===== config.mk =====
export PLATFORM = sky130hd
export DESIGN_NAME = card_cycle_gen
export DESIGN_NICKNAME = d
export VERILOG_FILES = /design/src/rtl/card_timing_pkg.sv /design/src/rtl/interval_select.sv /design/src/rtl/card_cycle_gen.sv
export SDC_FILE = /design/constraint.sdc
export NUM_CORES = 1
export LEC_CHECK = 0
export BUFFER_PORTS_ARGS = -buffer_cell sky130_fd_sc_hd__buf_2
export CAP_MARGIN = 20
export CORE_UTILIZATION = 55
export DETAILED_ROUTE_END_ITERATION = 16
export GPL_TIMING_DRIVEN = 0
export PLACE_DENSITY = 0.78
export SYNTH_ARGS = -nofsm -noshare
export SYNTH_HDL_FRONTEND = slang
export SYNTH_HIERARCHICAL = 1
export SYNTH_SLANG_ARGS = --single-unit

===== constraint.sdc =====
create_clock -name clk_i -period 5.45 [get_ports clk_i]
set_clock_uncertainty 0.15 [all_clocks]
set_input_delay 0.8175 -clock clk_i [delete_from_list [all_inputs] [get_ports clk_i]]
set_output_delay 0.8175 -clock clk_i [all_outputs]
set_load 0.02 [all_outputs]

===== src/rtl/card_timing_pkg.sv =====
// Purpose: constants for the card cycle timing generator
// Assumes: one clock, counts in clock periods of that clock
// Notes: register offsets are byte addresses on a 32-bit bus
package card_timing_pkg;

   // ==========================================================
   // interval counts, clock periods
   localparam logic [7:0] SETUP_IO = 8'h03;
   localparam logic [7:0] SETUP_MEM_LO = 8'h02;
   localparam logic [7:0] SETUP_MEM_HI = 8'h04;
   localparam logic [7:0] HOLD_IO = 8'h02;
   localparam logic [7:0] HOLD_MEM_LO = 8'h02;
   localparam logic [7:0] HOLD_MEM_HI = 8'h03;
   localparam logic [7:0] SETUP_EXTRA = 8'h02;
   localparam logic [7:0] HOLD_EXTRA = 8'h01;
   localparam logic [7:0] ACT8_NOWS = 8'h13;
   localparam logic [7:0] ACT8_WS = 8'h17;
   localparam logic [7:0] ACT8_ZWS = 8'h07;
   localparam logic [7:0] ACT16_IO_NOWS = 8'h07;
   localparam logic [7:0] ACT16_IO_WS = 8'h0b;
   localparam logic [7:0] ACT16_MEM_00 = 8'h09;
   localparam logic [7:0] ACT16_MEM_01 = 8'h0d;
   localparam logic [7:0] ACT16_MEM_10 = 8'h11;
   localparam logic [7:0] ACT16_MEM_11 = 8'h15;
   localparam logic [7:0] ACT16_MEM_ZWS = 8'h05;

   // ==========================================================
   // register map, byte addresses
   localparam logic [3:0] ADDR_CTRL = 4'h0;
   localparam logic [3:0] ADDR_STAT = 4'h4;
   // control fields
   localparam int CTRL_START = 0;
   localparam int CTRL_IO = 1;
   localparam int CTRL_WIDE = 2;
   localparam int CTRL_WRITE = 3;
   localparam int CTRL_ZWS = 4;
   localparam int CTRL_WS_LO = 5;
   localparam int CTRL_WS_HI = 6;
   localparam logic [31:0] CTRL_RESET = 32'h0000_0000;

   typedef enum logic [2:0] {
      ST_IDLE = 3'b000,
      ST_SETUP = 3'b001,
      ST_ACTIVE = 3'b010,
      ST_WAIT = 3'b011,
      ST_HOLD = 3'b100
   } cyc_state_t;

endpackage


===== src/rtl/interval_select.sv =====
// Purpose: pick setup, active and hold counts for one card cycle
// Assumes: window settings stable while a cycle runs
// Notes: purely combinational
`timescale 1ns/1ps
module interval_select (
   input wire logic is_io_i,
   input wire logic wide_i,
   input wire logic zero_wait_i,
   input wire logic [1:0] wait_state_select_i,
   output logic [7:0] setup_o,
   output logic [7:0] active_o,
   output logic [7:0] hold_o
);
   import card_timing_pkg::*;

   logic wait_state_upper_bit;
   logic any_ws;
   assign wait_state_upper_bit = wait_state_select_i[1];
   assign any_ws = is_io_i ? wait_state_select_i[0]
                           : (wait_state_select_i != 2'b00);

   always_comb begin
      if (is_io_i) begin
         setup_o = SETUP_IO;
      end else if (wait_state_upper_bit) begin
         setup_o = SETUP_MEM_HI;
      end else begin
         setup_o = SETUP_MEM_LO;
      end
   end

   always_comb begin
      if (is_io_i) begin
         hold_o = HOLD_IO;
      end else if (wait_state_upper_bit) begin
         hold_o = HOLD_MEM_HI;
      end else begin
         hold_o = HOLD_MEM_LO;
      end
   end

   always_comb begin
      if (!wide_i) begin
         if (any_ws) begin
            active_o = ACT8_WS;
         end else if (zero_wait_i) begin
            active_o = ACT8_ZWS;
         end else begin
            active_o = ACT8_NOWS;
         end
      end else if (is_io_i) begin
         active_o = any_ws ? ACT16_IO_WS : ACT16_IO_NOWS;
      end else begin
         case (wait_state_select_i)
            2'b00: active_o = zero_wait_i ? ACT16_MEM_ZWS : ACT16_MEM_00;
            2'b01: active_o = ACT16_MEM_01;
            2'b10: active_o = ACT16_MEM_10;
            default: active_o = ACT16_MEM_11;
         endcase
      end
   end

endmodule // interval_select


===== src/rtl/card_cycle_gen.sv =====
// Purpose: card cycle generator timed in clock periods
// Assumes: classic wishbone slave, card wait input synchronous
// Notes: software starts a cycle by writing the control register
`timescale 1ns/1ps

module card_cycle_gen (
   input wire logic clk_i,
   input wire logic rst_i,
   input wire logic wb_cyc_i,
   input wire logic wb_stb_i,
   input wire logic wb_we_i,
   input wire logic [3:0] wb_adr_i,
   input wire logic [3:0] wb_sel_i,
   input wire logic [31:0] wb_dat_i,
   output logic [31:0] wb_dat_o,
   output logic wb_ack_o,
   input wire logic card_wait_n_i,
   output logic addr_valid_o,
   output logic strobe_n_o,
   output logic busy_o,
   output logic done_o
);
   import card_timing_pkg::*;

   // ==========================================================
   // bus slave
   logic ack_q;
   logic [31:0] ctrl_q;
   logic [7:0] done_cnt_q;
   logic req;
   logic wr_ctrl;
   logic start;
   assign req = wb_cyc_i && wb_stb_i && !ack_q;
   assign wr_ctrl = req && wb_we_i && (wb_adr_i == ADDR_CTRL);
   assign start = wr_ctrl && wb_sel_i[0] && wb_dat_i[CTRL_START];
   assign wb_ack_o = ack_q;

   always_ff @(posedge clk_i) begin
      if (rst_i) begin
         ack_q <= 1'b0;
      end else begin
         ack_q <= req;
      end
   end

   // per-byte lane write of the control word; start bit self clears
   always_ff @(posedge clk_i) begin
      if (rst_i) begin
         ctrl_q <= CTRL_RESET;
      end else if (wr_ctrl) begin
         for (int i = 0; i < 4; i++) begin
            if (wb_sel_i[i]) begin
               ctrl_q[i*8 +: 8] <= wb_dat_i[i*8 +: 8];
            end
         end
         ctrl_q[CTRL_START] <= 1'b0;
      end
   end

   cyc_state_t state_q;
   logic [7:0] cnt_q;

   always_ff @(posedge clk_i) begin
      if (rst_i) begin
         wb_dat_o <= 32'h0000_0000;
      end else if (req && wb_adr_i == ADDR_CTRL) begin
         wb_dat_o <= ctrl_q;
      end else if (req && wb_adr_i == ADDR_STAT) begin
         wb_dat_o <= {13'h0000, state_q, cnt_q, done_cnt_q};
      end else begin
         wb_dat_o <= 32'h0000_0000;
      end
   end

   // ==========================================================
   // interval selection, latched at start
   logic [7:0] sel_setup;
   logic [7:0] sel_active;
   logic [7:0] sel_hold;
   logic [7:0] active_q;
   logic [7:0] hold_q;
   logic io_q;

   interval_select u_sel (
      .is_io_i(wb_dat_i[CTRL_IO]),
      .wide_i(wb_dat_i[CTRL_WIDE]),
      .zero_wait_i(wb_dat_i[CTRL_ZWS]),
      .wait_state_select_i(wb_dat_i[CTRL_WS_HI:CTRL_WS_LO]),
      .setup_o(sel_setup),
      .active_o(sel_active),
      .hold_o(sel_hold)
   );

   // ==========================================================
   // cycle sequencer
   // interval counting
   always_ff @(posedge clk_i) begin
      if (rst_i) begin
         state_q <= ST_IDLE;
         cnt_q <= 8'h00;
         active_q <= 8'h00;
         hold_q <= 8'h00;
         io_q <= 1'b0;
      end else begin
         case (state_q)
            ST_IDLE: begin
               if (start) begin
                  io_q <= wb_dat_i[CTRL_IO];
                  active_q <= sel_active;
                  if (wb_dat_i[CTRL_IO]) begin
                     cnt_q <= sel_setup;
                     hold_q <= sel_hold;
                  end else begin
                     cnt_q <= sel_setup + SETUP_EXTRA;
                     hold_q <= sel_hold + HOLD_EXTRA;
                  end
                  state_q <= ST_SETUP;
               end
            end
            ST_SETUP: begin
               if (cnt_q == 8'h01) begin
                  cnt_q <= active_q;
                  state_q <= ST_ACTIVE;
               end else begin
                  cnt_q <= cnt_q - 8'h01;
               end
            end
            ST_ACTIVE: begin
               if (cnt_q == 8'h01) begin
                  if (card_wait_n_i) begin
                     cnt_q <= hold_q;
                     state_q <= ST_HOLD;
                  end else begin
                     state_q <= ST_WAIT;
                  end
               end else begin
                  cnt_q <= cnt_q - 8'h01;
               end
            end
            ST_WAIT: begin
               if (card_wait_n_i) begin
                  cnt_q <= hold_q;
                  state_q <= ST_HOLD;
               end
            end
            ST_HOLD: begin
               if (cnt_q == 8'h01) begin
                  cnt_q <= 8'h00;
                  state_q <= ST_IDLE;
               end else begin
                  cnt_q <= cnt_q - 8'h01;
               end
            end
            default: state_q <= ST_IDLE;
         endcase
      end
   end

   // completion counter shows progress to software
   always_ff @(posedge clk_i) begin
      if (rst_i) begin
         done_cnt_q <= 8'h00;
         done_o <= 1'b0;
      end else begin
         done_o <= (state_q == ST_HOLD) && (cnt_q == 8'h01);
         if ((state_q == ST_HOLD) && (cnt_q == 8'h01)) begin
            done_cnt_q <= done_cnt_q + 8'h01;
         end
      end
   end

   always_ff @(posedge clk_i) begin
      if (rst_i) begin
         addr_valid_o <= 1'b0;
         strobe_n_o <= 1'b1;
      end else begin
         // address drops with the last hold count, not a clock later
         if (state_q == ST_IDLE) begin
            addr_valid_o <= start;
         end else begin
            addr_valid_o <= !(state_q == ST_HOLD && cnt_q == 8'h01);
         end
         strobe_n_o <= !((state_q == ST_SETUP && cnt_q == 8'h01)
                        || (state_q == ST_ACTIVE && !(cnt_q == 8'h01
                            && card_wait_n_i))
                        || (state_q == ST_WAIT && !card_wait_n_i));
      end
   end
   assign busy_o = (state_q != ST_IDLE);

   // ==========================================================
   // checks
   property p_strobe_wait;
      @(posedge clk_i) disable iff (rst_i)
      (state_q == ST_WAIT && !card_wait_n_i) |=> !strobe_n_o;
   endproperty
   a_strobe_wait: assert property (p_strobe_wait)
      else $error("strobe released while card waits");

   property p_io_setup;
      @(posedge clk_i) disable iff (rst_i)
      (start && state_q == ST_IDLE && wb_dat_i[CTRL_IO]) |=>
         (cnt_q == SETUP_IO);
   endproperty
   a_io_setup: assert property (p_io_setup)
      else $error("io setup count wrong");

   logic [7:0] sel_setup_q;
   logic [7:0] sel_hold_q;
   always_ff @(posedge clk_i) begin
      sel_setup_q <= sel_setup;
      sel_hold_q <= sel_hold;
   end

   property p_mem_setup;
      @(posedge clk_i) disable iff (rst_i)
      (start && state_q == ST_IDLE && !wb_dat_i[CTRL_IO]) |=>
         (cnt_q == sel_setup_q + SETUP_EXTRA);
   endproperty
   a_mem_setup: assert property (p_mem_setup)
      else $error("memory setup margin missing");

   property p_hold_margin;
      @(posedge clk_i) disable iff (rst_i)
      (start && state_q == ST_IDLE && !wb_dat_i[CTRL_IO]) |=>
         (hold_q == sel_hold_q + HOLD_EXTRA);
   endproperty
   a_hold_margin: assert property (p_hold_margin)
      else $error("memory hold margin missing");

   property p_setup_to_active;
      @(posedge clk_i) disable iff (rst_i)
      (state_q == ST_SETUP && cnt_q == 8'h01) |=>
         (state_q == ST_ACTIVE && cnt_q == active_q);
   endproperty
   a_setup_to_active: assert property (p_setup_to_active)
      else $error("active count not loaded");

   property p_addr_during;
      @(posedge clk_i) disable iff (rst_i)
      $fell(strobe_n_o) |-> addr_valid_o;
   endproperty
   a_addr_during: assert property (p_addr_during)
      else $error("strobe without address");

   property p_ack_pulse;
      @(posedge clk_i) disable iff (rst_i)
      wb_ack_o |=> !wb_ack_o;
   endproperty
   a_ack_pulse: assert property (p_ack_pulse)
      else $error("ack longer than one cycle");

   property p_wait_release;
      @(posedge clk_i) disable iff (rst_i)
      (state_q == ST_WAIT && card_wait_n_i) |=> (state_q == ST_HOLD);
   endproperty
   a_wait_release: assert property (p_wait_release)
      else $error("no hold after wait release");

   property p_active_to_hold;
      @(posedge clk_i) disable iff (rst_i)
      (state_q == ST_ACTIVE && cnt_q == 8'h01 && card_wait_n_i) |=>
         (state_q == ST_HOLD && cnt_q == hold_q && strobe_n_o);
   endproperty
   a_active_to_hold: assert property (p_active_to_hold)
      else $error("hold count not loaded");

   property p_hold_end;
      @(posedge clk_i) disable iff (rst_i)
      (state_q == ST_HOLD && cnt_q == 8'h01) |=>
         (state_q == ST_IDLE && !addr_valid_o && done_o);
   endproperty
   a_hold_end: assert property (p_hold_end)
      else $error("address held past hold count");

   property p_idle_strobe;
      @(posedge clk_i) disable iff (rst_i)
      (state_q == ST_IDLE) |=> strobe_n_o;
   endproperty
   a_idle_strobe: assert property (p_idle_strobe)
      else $error("strobe low outside a cycle");

   property p_io_hold;
      @(posedge clk_i) disable iff (rst_i)
      (start && state_q == ST_IDLE && wb_dat_i[CTRL_IO]) |=>
         (hold_q == HOLD_IO);
   endproperty
   a_io_hold: assert property (p_io_hold)
      else $error("io hold count wrong");

   property p_done_pulse;
      @(posedge clk_i) disable iff (rst_i)
      done_o |=> !done_o;
   endproperty
   a_done_pulse: assert property (p_done_pulse)
      else $error("done longer than one cycle");

   c_start_io: cover property (@(posedge clk_i) start && wb_dat_i[CTRL_IO]);
   c_start_mem: cover property (@(posedge clk_i) start && !wb_dat_i[CTRL_IO]);
   c_waited: cover property (@(posedge clk_i) state_q == ST_WAIT);
   c_done: cover property (@(posedge clk_i) done_o);

endmodule // card_cycle_gen


==> impl_results.md, run 1 <==
* Vias in the first global route at roughly 4000
* Most used DFF post-synth: dfxtp_1
* Synthesis-stage register bit count at ~100
* Clock Tree Buf Depth at 2
* WL final at around 13000 um
* CP max stage delay at approximately 0.7 ns
* Worst-Margin Slew at a little under 0.9 ns
* FF-to-FF setup slack at approximately 2.7 ns
* Leak at ~2.3 nW
* Highest Clock Rate at approximately 350 MHz
* Max Cap Viol at 0
* Commonest non-fill, non-tap cells in the layout: 102 x dfxtp_1, 86 x buf_2, 70 x nand2_1
* Syn Area/Cell at 8.58 um2
* Max Transition Viols Final at 0
* Most common cell after layout, fill and taps aside: dfxtp_1
* Largest net degree at the start of global routing at 19
* Synth async-reset ratio at 0%
* Worst slew margin at between 40% and 50%
* Critical path capture point type: flop
* Initial Util at 57.9%
* Tcrit/Tclk final at roughly 52%
* Pwr Density at around 320 nW/um2
* Critical path cell sequence: buf_2 -> or3_4 -> nor3_4 -> a41oi_1 -> a2111oi_0 -> a2111oi_1
* Worst Path Arrival at approximately 2.9 ns
* RSZ-0062 raised after global routing: false
* Drt pass-1 iters at 5
* Gate Count Post-Synth at 563
* CTS root buf: clkbuf_8
* Routed Antenna Nets at 0
* Synth top area cells: dfxtp_1 42%, nand2_1 5.4%, a21oi_1 5.0%, mux2i_1 5.0%, nand3_1 4.2%
* CTS Hold Buffers Added at 0
* Syn-to-layout area delta at 15.7%
* WP data required at around 5.5 ns
* Buffers and inverters on the worst path at 1
* Antenna cells at 0
* Worst r2r src: cnt_q[0]$_SDFFE_PP0P_
* Tightest Hold Check Type: reg -> reg
* FILL cells at 719
* Routed vias/inst at about 5.5
* Die area at roughly 9200 um2
* Overflow after GRT at 0
* # nets final at 718
* CP top delay family: compound AO/OA/AOI/OAI gates
* Via count at approximately 4300
* Synthesized area at roughly 4800 um2
* Core area at approximately 8300 um2
* Final Wtd Congestion at 0.919
* Setup bufs post-CTS at 0
* Top cell type's share of synthesized area at 42.3%
* Clk pin slew, worst setup/hold paths at 0.10 ns
* Outcome: finished, final reports clean
* Final setup violation count at 0
* Worst setup path end: cnt_q[2]$_SDFFE_PP0P_
* CP max-delay cell: a2111oi_0
* R2r worst-path depth at 6
* Worst Path Class, Setup: in -> reg
* Post-CTS sizing at 0
* Worst path depth at 6
* Sequential share of the synthesized area at 42.3%
* First-pass GRT wire length at 19500 um
* Final hold viol count at 0
* CTS sink cnt at about 100
* Final min period at between 2 and 3 ns
* Startpoint types: input port
* Share of post-route cells with drive strength above 1 at 21.8%
* Row count at 33
* Total Routing Usage GR at ~28%
* Max Fanout on Critical Path at 10
* Die H at about 96 um
* Worst setup startpoint: wb_adr_i[1]
* Largest area contributor in the netlist: dfxtp_1
* Setup_tns at 0 ns
* TritonCTS Buffers at 9
* Hpwl dp at 9560 um
* Width of the chip at ~96 um
* Initial DRC count at roughly 140
* Warnings from Yosys at 6
* CTS tree: done
* Initial antenna violation count at 0
* Final core occ at roughly two thirds
* IO Count at 83
* Synth unique cells at between 60 and 70
* Peak VDD IR at 0.173 mV
* Clk Latency, worst-skew pair at ~0.36 ns
* DRC errors left at 0
* Buffers on Ports at 79
* FF-to-FF End: cnt_q[2]$_SDFFE_PP0P_
* Post-DR wirelength/cell at 16.1 um
* Number of synthesized flops with an enable pin at 0
* H-tree depth at 3
==> routing by layer <==
| metal | vias up | GRT usage, % | wire length (um) |
|---|---|---|---|
| li1 | 2141 | - | - |
| met1 | 1975 | 34.6 | 5410 |
| met2 | 151 | 48.9 | 5970 |
| met3 | 34 | 5.06 | 729 |
| met4 | 0 | 12.9 | 410 |
| met5 | - | 0 | 0 |
==> final cells by class <==
class	count	area, um2	area share (%)
tap	105	131	2.35
inverter	12	45.0	0.806
clock buffer	9	124	2.22
multi-input combinational	408	2480	44.4
timing repair buffer	79	395	7.07
sequential	102	2040	36.5
clock inverter	6	56.3	1.01
buffer	55	317	5.66
==> Yosys cell counts, types with 2 or more instances <==
cell type  count
a211oi_1       7
a211oi_2       4
a21oi_1       48
a221oi_1       4
a31oi_1        2
a41oi_1        2
and2_1        14
and3_1         5
buf_1          3
buf_2          7
buf_4         19
buf_6          4
clkbuf_1      22
conb_1         2
dfxtp_1      102
ha_1           5
inv_1         12
mux2_2         2
mux2i_1       24
nand2_1       70
nand3_1       41
nand3b_1       2
nand4_1        4
nand4b_1       4
nor2_1        48
nor2b_1        5
nor3_1         9
nor3_2         2
nor3_4         2
nor3b_1        2
nor4_1         3
nor4b_1        3
o211a_1        3
o211ai_1       2
o21ai_0       16
o22ai_1        2
o311ai_1       2
o31ai_1        4
or2b_1         2
or3_1          2
or4_1          3
xnor2_1        9
xor2_1        12
==> registers in the layout (all words and copies together), names as in the netlist <==
| register | flops |
|---|---|
| wb_dat_o | 32 |
| cnt_q | 8 |
| active_q | 8 |
| ctrl_q | 31 |
| wb_ack_o | 1 |
| strobe_n_o | 1 |
| hold_q | 8 |
| addr_valid_o | 1 |
| state_q | 3 |
| done_o | 1 |
| done_cnt_q | 8 |
==> logic make-up after synthesis <==
logic type / share of synthesized area, %
AO/OA/AOI/OAI: 14.9
XOR/XNOR: 3.81
adder cells (fa/ha/maj): 1.30
buffers and inverters: 7.48
flip-flops: 42.3
multiplexers: 5.44
other: 0.155
AND/OR/NAND/NOR: 24.7
==> through the flow <==
step | area [um2] | hold slack, ns | total power, mW | cells | worst slack (ns)
after CTS | 5590 | 0.308 | 1.79 | 776 | 2.70
after floorplan | 4880 | 0.277 | 1.20 | 577 | 2.74
final | 5590 | 0.306 | 1.80 | 776 | 2.62
after global routing | 5590 | 0.321 | 1.88 | 776 | 2.48
after detailed placement | 5410 | 0.290 | 1.36 | 761 | 2.32
after global placement | 5410 | 0.283 | 1.35 | 761 | 2.34
==> power breakdown <==
part           internal [mW]  switching, mW  total [mW]
registers              0.771         0.0365       0.807
clock network          0.172          0.271       0.443
logic                  0.205          0.345       0.550
==> worst min-delay path by stage <==
| stage | start | to | slack (ns) | cells past startpoint |
|---|---|---|---|---|
| finish | ctrl_q[22]$_SDFFE_PP0P_ | ctrl_q[22]$_SDFFE_PP0P_ | 0.31 | 2 |
| detailed placement | ctrl_q[20]$_SDFFE_PP0P_ | wb_dat_o[20]$_SDFF_PP0_ | 0.29 | 1 |
| global route | ctrl_q[30]$_SDFFE_PP0P_ | ctrl_q[30]$_SDFFE_PP0P_ | 0.32 | 2 |
| floorplan | hold_q[4]$_SDFFE_PP0P_ | hold_q[4]$_SDFFE_PP0P_ | 0.28 | 2 |
| global placement | ctrl_q[24]$_SDFFE_PP0P_ | wb_dat_o[24]$_SDFF_PP0_ | 0.28 | 1 |
| CTS | ctrl_q[22]$_SDFFE_PP0P_ | ctrl_q[22]$_SDFFE_PP0P_ | 0.31 | 2 |
==> worst register-to-register path, cell delays in order (launching register included) <==
cell       delay (ns)
dfxtp_1          0.52
ha_1             0.22
nor4b_4          0.49
a21oi_1          0.23
nor3b_1          0.39
o21ai_0          0.16
a2111oi_1        0.45
(Power assumes the default switching activity.)
==> run 2, diff against run 1 <==
- clock period: 5.45 -> 2.6 ns (I/O delays scaled with it)
==> impl_results.md, run 2 (synthesis gave the netlist of run 1 again) <==
* Outcome: finished, final reports clean
* Final Wtd Congestion at 0.919
* Width of the chip at around 96 um
* Worst setup startpoint: cnt_q[1]$_SDFFE_PP0P_
* Worst slew margin at a little under half
* Pwr Density at 678 nW/um2
* Switching share of power at 36.4%
* RSZ-0062 raised after global routing: false
* Worst r2r src: cnt_q[1]$_SDFFE_PP0P_
* Hold path start: wb_dat_i[29]
* Commonest non-fill, non-tap cells in the layout: 101 x dfxtp_1, 85 x buf_2, 70 x nand2_1
* Syn-to-layout area delta at 16.4%
* Vias in the first global route at between 4000 and 5000
* Die area at between 9000 and 10000 um2
* Logic pwr share at between 30% and 40%
* Regs by FF count: wb_dat_o x32, ctrl_q x31
* FF-to-FF End: cnt_q[0]$_SDFFE_PP0P_
* Critical path capture point type: flop
* Dpl cells at between 700 and 800
* Final setup violation count at 0
* Clk Latency, worst-skew pair at 0.37 ns
* Worst-Margin Slew at about 0.78 ns
* CTS sink cnt at a little over 100
* FF-to-FF setup slack at ~0.16 ns
* Largest net degree at the start of global routing at 19
* CP max-delay cell: or4b_4
* Max Transition Viols Final at 0
* Initial DRC count at roughly 180
* Routed vias/inst at 5.55
* Core area at ~8300 um2
* Share of post-route cells with drive strength above 1 at a little under a quarter
* Initial antenna violation count at 0
* Setup_tns at 0 ns
* First-pass GRT wire length at between 15000 and 20000 um
* Final core occ at about two thirds
* Via count at between 4000 and 5000
* Clk pwr share at 24.2%
* FILL cells at slightly above 700
* Drt pass-1 iters at 5
* Die H at 95.7 um
* Critical path cell sequence: inv_1 -> ha_1 -> or4b_4 -> nor2_2 -> o21ai_0 -> o211a_1 -> a2111oi_2
* # nets final at around 720
* Buffers on Ports at between 70 and 80
* Final Hold Slack at around 0.11 ns
* Tcrit/Tclk final at 94.0%
* Row count at 33
* Antenna cells at 0
* Routed Antenna Nets at 0
* CTS tree: done
* Seq pwr share at 44.5%
* Pwr Total at roughly 3.8 mW
* Max Cap Viol at 0
* CP max stage delay at 0.54 ns
* WL final at 12700 um
* H-tree depth at 3
* Clock Tree Buf Depth at 2
* Total Routing Usage GR at 28.6%
* Buffers and inverters on the worst path at 1
* Final hold viol count at 0
* Finished Cell Area at between 5000 and 6000 um2
* TritonCTS Buffers at 9
* Layout Cells excl Fill at a little under 800
* Initial Util at ~58%
* Highest Clock Rate at between 400 and 500 MHz
* P_sw at 1.39 mW
* Overflow after GRT at 0
* DRC errors left at 0
* CP top delay family: compound AO/OA/AOI/OAI gates
* IO Count at slightly above 80
* Worst Path Arrival at 2.56 ns
* Max Fanout on Critical Path at 6
* Worst Path Class, Setup: reg -> reg
* Startpoint types: flop
* Setup ws final at ~0.16 ns
* WHS Endpoint: ctrl_q[29]$_SDFFE_PP0P_
* R2r worst-path depth at 7
* Leak at roughly 2.3 nW
* Max reg flops at 32
* Hold Crit Depth at 3
* Hpwl dp at 9560 um
* Placed instance area at around 5400 um2
* Tightest Hold Check Type: in -> reg
* Final min period at around 2.4 ns
* WP data required at between 2 and 3 ns
* Peak VDD IR at ~0.36 mV
* Largest reg by FF count: wb_dat_o
* Internal power at ~2.4 mW
* CTS Hold Buffers Added at 0
* Clk pin slew, worst setup/hold paths at roughly 0.1 ns
* Dpl ws at -0.103 ns
* Post-DR wirelength/cell at roughly 16 um
* Most common cell after layout, fill and taps aside: dfxtp_1
* CTS root buf: clkbuf_8
-- run 2: cell count changes in the layout (fill, tap and decap cells not counted), sizes merged --
| cell | previous run | this run |
|---|---|---|
| buf | 112 | 113 |
-- run 2: power by group through the flow --
stage | clock network (mW) | registers (mW) | logic (mW)
after global placement | 0 | 1.72 | 1.12
after detailed placement | 0 | 1.72 | 1.12
after global routing | 0.987 | 1.71 | 1.27
final | 0.923 | 1.70 | 1.19
after CTS | 0.943 | 1.69 | 1.14
after floorplan | 0 | 1.70 | 0.813
-- run 2: how the worst max path moves through the flow --
stage	to	slack, ns	depth (start not counted)
detailed placement	cnt_q[2]$_SDFFE_PP0P_	-0.10	6
global placement	cnt_q[2]$_SDFFE_PP0P_	-0.09	5
finish	cnt_q[0]$_SDFFE_PP0P_	0.16	7
floorplan	active_q[0]$_SDFFE_PP0P_	0.32	7
global route	cnt_q[0]$_SDFFE_PP0P_	0.008	7
CTS	cnt_q[3]$_SDFFE_PP0P_	0.06	7
-- run 2: metal layers --
metal  up-vias  wire [um]  track usage, %  share of wire [%]
met5         -          0               0                  0
met4         0        360            12.9                2.8
met3        27        723            5.06                5.7
met2       150       6100            49.2                 48
met1      1991       5500            34.7                 43
li1       2145          -               -                  -
-- run 2: timing repair --
item                       CTS  global route
setup buffers                1             0
gates resized for setup      1             9
setup endpoints to repair    1             8
-- run 2: tightest hold or removal path, cell delays in order --
cell and delay [ns]:
buf_2 0.09, nand3_1 0.05, a21oi_1 0.05
-- run 2: cell type report --
class | instances | area, um2 | area share, %
multi-input cells | 408 | 2500 | 44.5
flip-flops and latches | 102 | 2040 | 36.3
repair buffers | 80 | 403 | 7.16
plain buffers | 55 | 319 | 5.67
well taps | 105 | 131 | 2.34
clock buffers | 9 | 124 | 2.20
clock inverters | 6 | 56.3 | 1.00
inverters | 12 | 45.0 | 0.801
==> run 3, diff against run 2 <==
==> constraint.sdc (replaced) <==
create_clock -name clk_i -period 2.6 [get_ports clk_i]
set_clock_uncertainty 0.15 [all_clocks]
set_input_delay 0.13 -clock clk_i [delete_from_list [all_inputs] [get_ports clk_i]]
set_output_delay 0.13 -clock clk_i [all_outputs]
set_load 0.02 [all_outputs]
==> impl_results.md, run 3 (synthesis gave the netlist of run 1 again) <==
* FF+latch area at 2040 um2
* Regs by FF count: wb_dat_o x32, ctrl_q x31
* Buffers on Ports at between 70 and 80
* Final Wtd Congestion at just over 0.9
* R2r worst-path depth at 7
* Pwr Density at about 650 nW/um2
* TritonCTS Buffers at 9
* Final core occ at ~72%
* Largest reg by FF count: wb_dat_o
* Clock Tree Buf Depth at 2
* Clk pin slew, worst setup/hold paths at around 0.1 ns
* WP data required at approximately 2.7 ns
* Worst Path Arrival at about 2.6 ns
* Routed Antenna Nets at 0
* Initial DRC count at 187
* # nets final at around 750
* Worst Path Class, Setup: reg -> reg
* Commonest non-fill, non-tap cells in the layout: 101 x dfxtp_1, 85 x buf_2, 70 x nand2_1
* Max Cap Viol at 0
* Via count at between 4000 and 5000
* Largest net degree at the start of global routing at 19
* Peak VDD IR at 0.363 mV
* Worst setup startpoint: cnt_q[1]$_SDFFE_PP0P_
* Total Routing Usage GR at between 30% and 40%
* Initial antenna violation count at 0
* Drt pass-1 iters at 5
* DRC errors left at 0
* Pwr Total at between 3 and 4 mW
* IO Count at 83
* WL final at about 13000 um
* Max Fanout on Critical Path at 6
* Outcome: finished, final reports clean
* Max Transition Viols Final at 0
* Overflow after GRT at 0
* CTS tree: done
* Vias in the first global route at 4261
* Width of the chip at roughly 96 um
* Hpwl dp at between 9000 and 10000 um
* Leak at 2.41 nW
* Worst r2r src: cnt_q[1]$_SDFFE_PP0P_
* Critical path capture point type: flop
* Worst slew margin at a little under half
* Final min period at ~2.5 ns
* Max reg flops at 32
* Routed vias/inst at 5.54
* FF-to-FF setup slack at ~0.14 ns
* CTS sink cnt at approximately 100
* First-pass GRT wire length at between 20000 and 25000 um
* Final hold viol count at 0
* Startpoint types: flop
* Post-DR wirelength/cell at between 15 and 20 um
* Tightest Hold Check Type: in -> reg
* Clk Latency, worst-skew pair at 0.37 ns
* Tcrit/Tclk final at approximately 95%
* Most common cell after layout, fill and taps aside: dfxtp_1
* Antenna cells at 0
* Die H at around 96 um
* Row count at 33
* Share of post-route cells with drive strength above 1 at 21.5%
* FILL cells at 655
* CTS root buf: clkbuf_8
* FF-to-FF End: cnt_q[0]$_SDFFE_PP0P_
* Core area at 8340 um2
* Dpl cells at roughly 760
* Worst-Margin Slew at approximately 0.79 ns
* Final setup violation count at 0
* Die area at 9160 um2
* RSZ-0062 raised after global routing: false
* Setup_tns at 0 ns
* Syn-to-layout area delta at 23.5%
* Layout Cells excl Fill at roughly 810
* Multi-input logic area at 2500 um2
* Initial Util at 57.9%
* Highest Clock Rate at 407 MHz
* H-tree depth at 3
* Worst setup path end: cnt_q[0]$_SDFFE_PP0P_
run 3: worst min-delay path by stage:
stage	from	cells after the start	slack, ns	end
3_5_place_dp	wb_dat_i[21]	3	0.24	ctrl_q[21]$_SDFFE_PP0P_
2_1_floorplan	rst_i	1	0.11	cnt_q[7]$_SDFFE_PP0P_
4_1_cts	wb_sel_i[2]	3	0.02	ctrl_q[21]$_SDFFE_PP0P_
6_report	wb_sel_i[2]	3	0.03	ctrl_q[21]$_SDFFE_PP0P_
5_1_grt	wb_sel_i[2]	3	0.05	ctrl_q[21]$_SDFFE_PP0P_
3_3_place_gp	wb_dat_i[3]	3	0.23	ctrl_q[3]$_SDFFE_PP0N_
run 3: metrics by stage:
step	setup WS, ns	hold slack, ns	instance area [um2]
global placement	-0.0927	0.232	5410
global route	0.00596	0.0486	5960
CTS	0.0627	0.0187	5940
finish	0.141	0.0292	5960
floorplan	0.437	0.115	4880
detailed placement	-0.0485	0.240	5410
run 3: per-layer routing:
metal  vias to the layer above  GRT usage [%]  wire [um]
li1                       2210              -          -
met1                      2079           35.7       5690
met5                         -              0          0
met3                        40           5.29        714
met2                       164           52.7       6610
met4                         0           14.1        434
run 3: area by class of cell:
cell class | count | share of cell area, %
clock buffers | 9 | 2.08
flip-flops and latches | 102 | 34.3
well taps | 105 | 2.20
repair buffers | 114 | 12.5
multi-input cells | 408 | 42.0
clock inverters | 6 | 0.944
plain buffers | 55 | 5.35
inverters | 12 | 0.755
run 3: where the power goes:
group / switching (mW) / internal, mW / total (mW) / leakage, nW
Combinational: 0.748 / 0.482 / 1.23 / 1.50
Sequential: 0.0818 / 1.62 / 1.70 / 0.822
Clock: 0.565 / 0.361 / 0.926 / 0.0893
Total: 1.40 / 2.46 / 3.86 / 2.41
run 3: worst max-delay path, stage by stage (launching register included):
cell and delay [ns]:
dfxtp_1 0.39, inv_1 0.14, ha_1 0.17, or4b_4 0.54
nor2_2 0.17, o21ai_0 0.17, o211a_1 0.30, a2111oi_2 0.32
run 3: timing repair:
| item | CTS | global route |
|---|---|---|
| pin swaps | 0 | 0 |
| setup endpoints to repair | 1 | 8 |
| setup buffers | 1 | 0 |
| cloned | 0 | 0 |
| hold endpoints to repair | 35 | 0 |
| hold buffers | 34 | 0 |
| resized for setup | 1 | 9 |
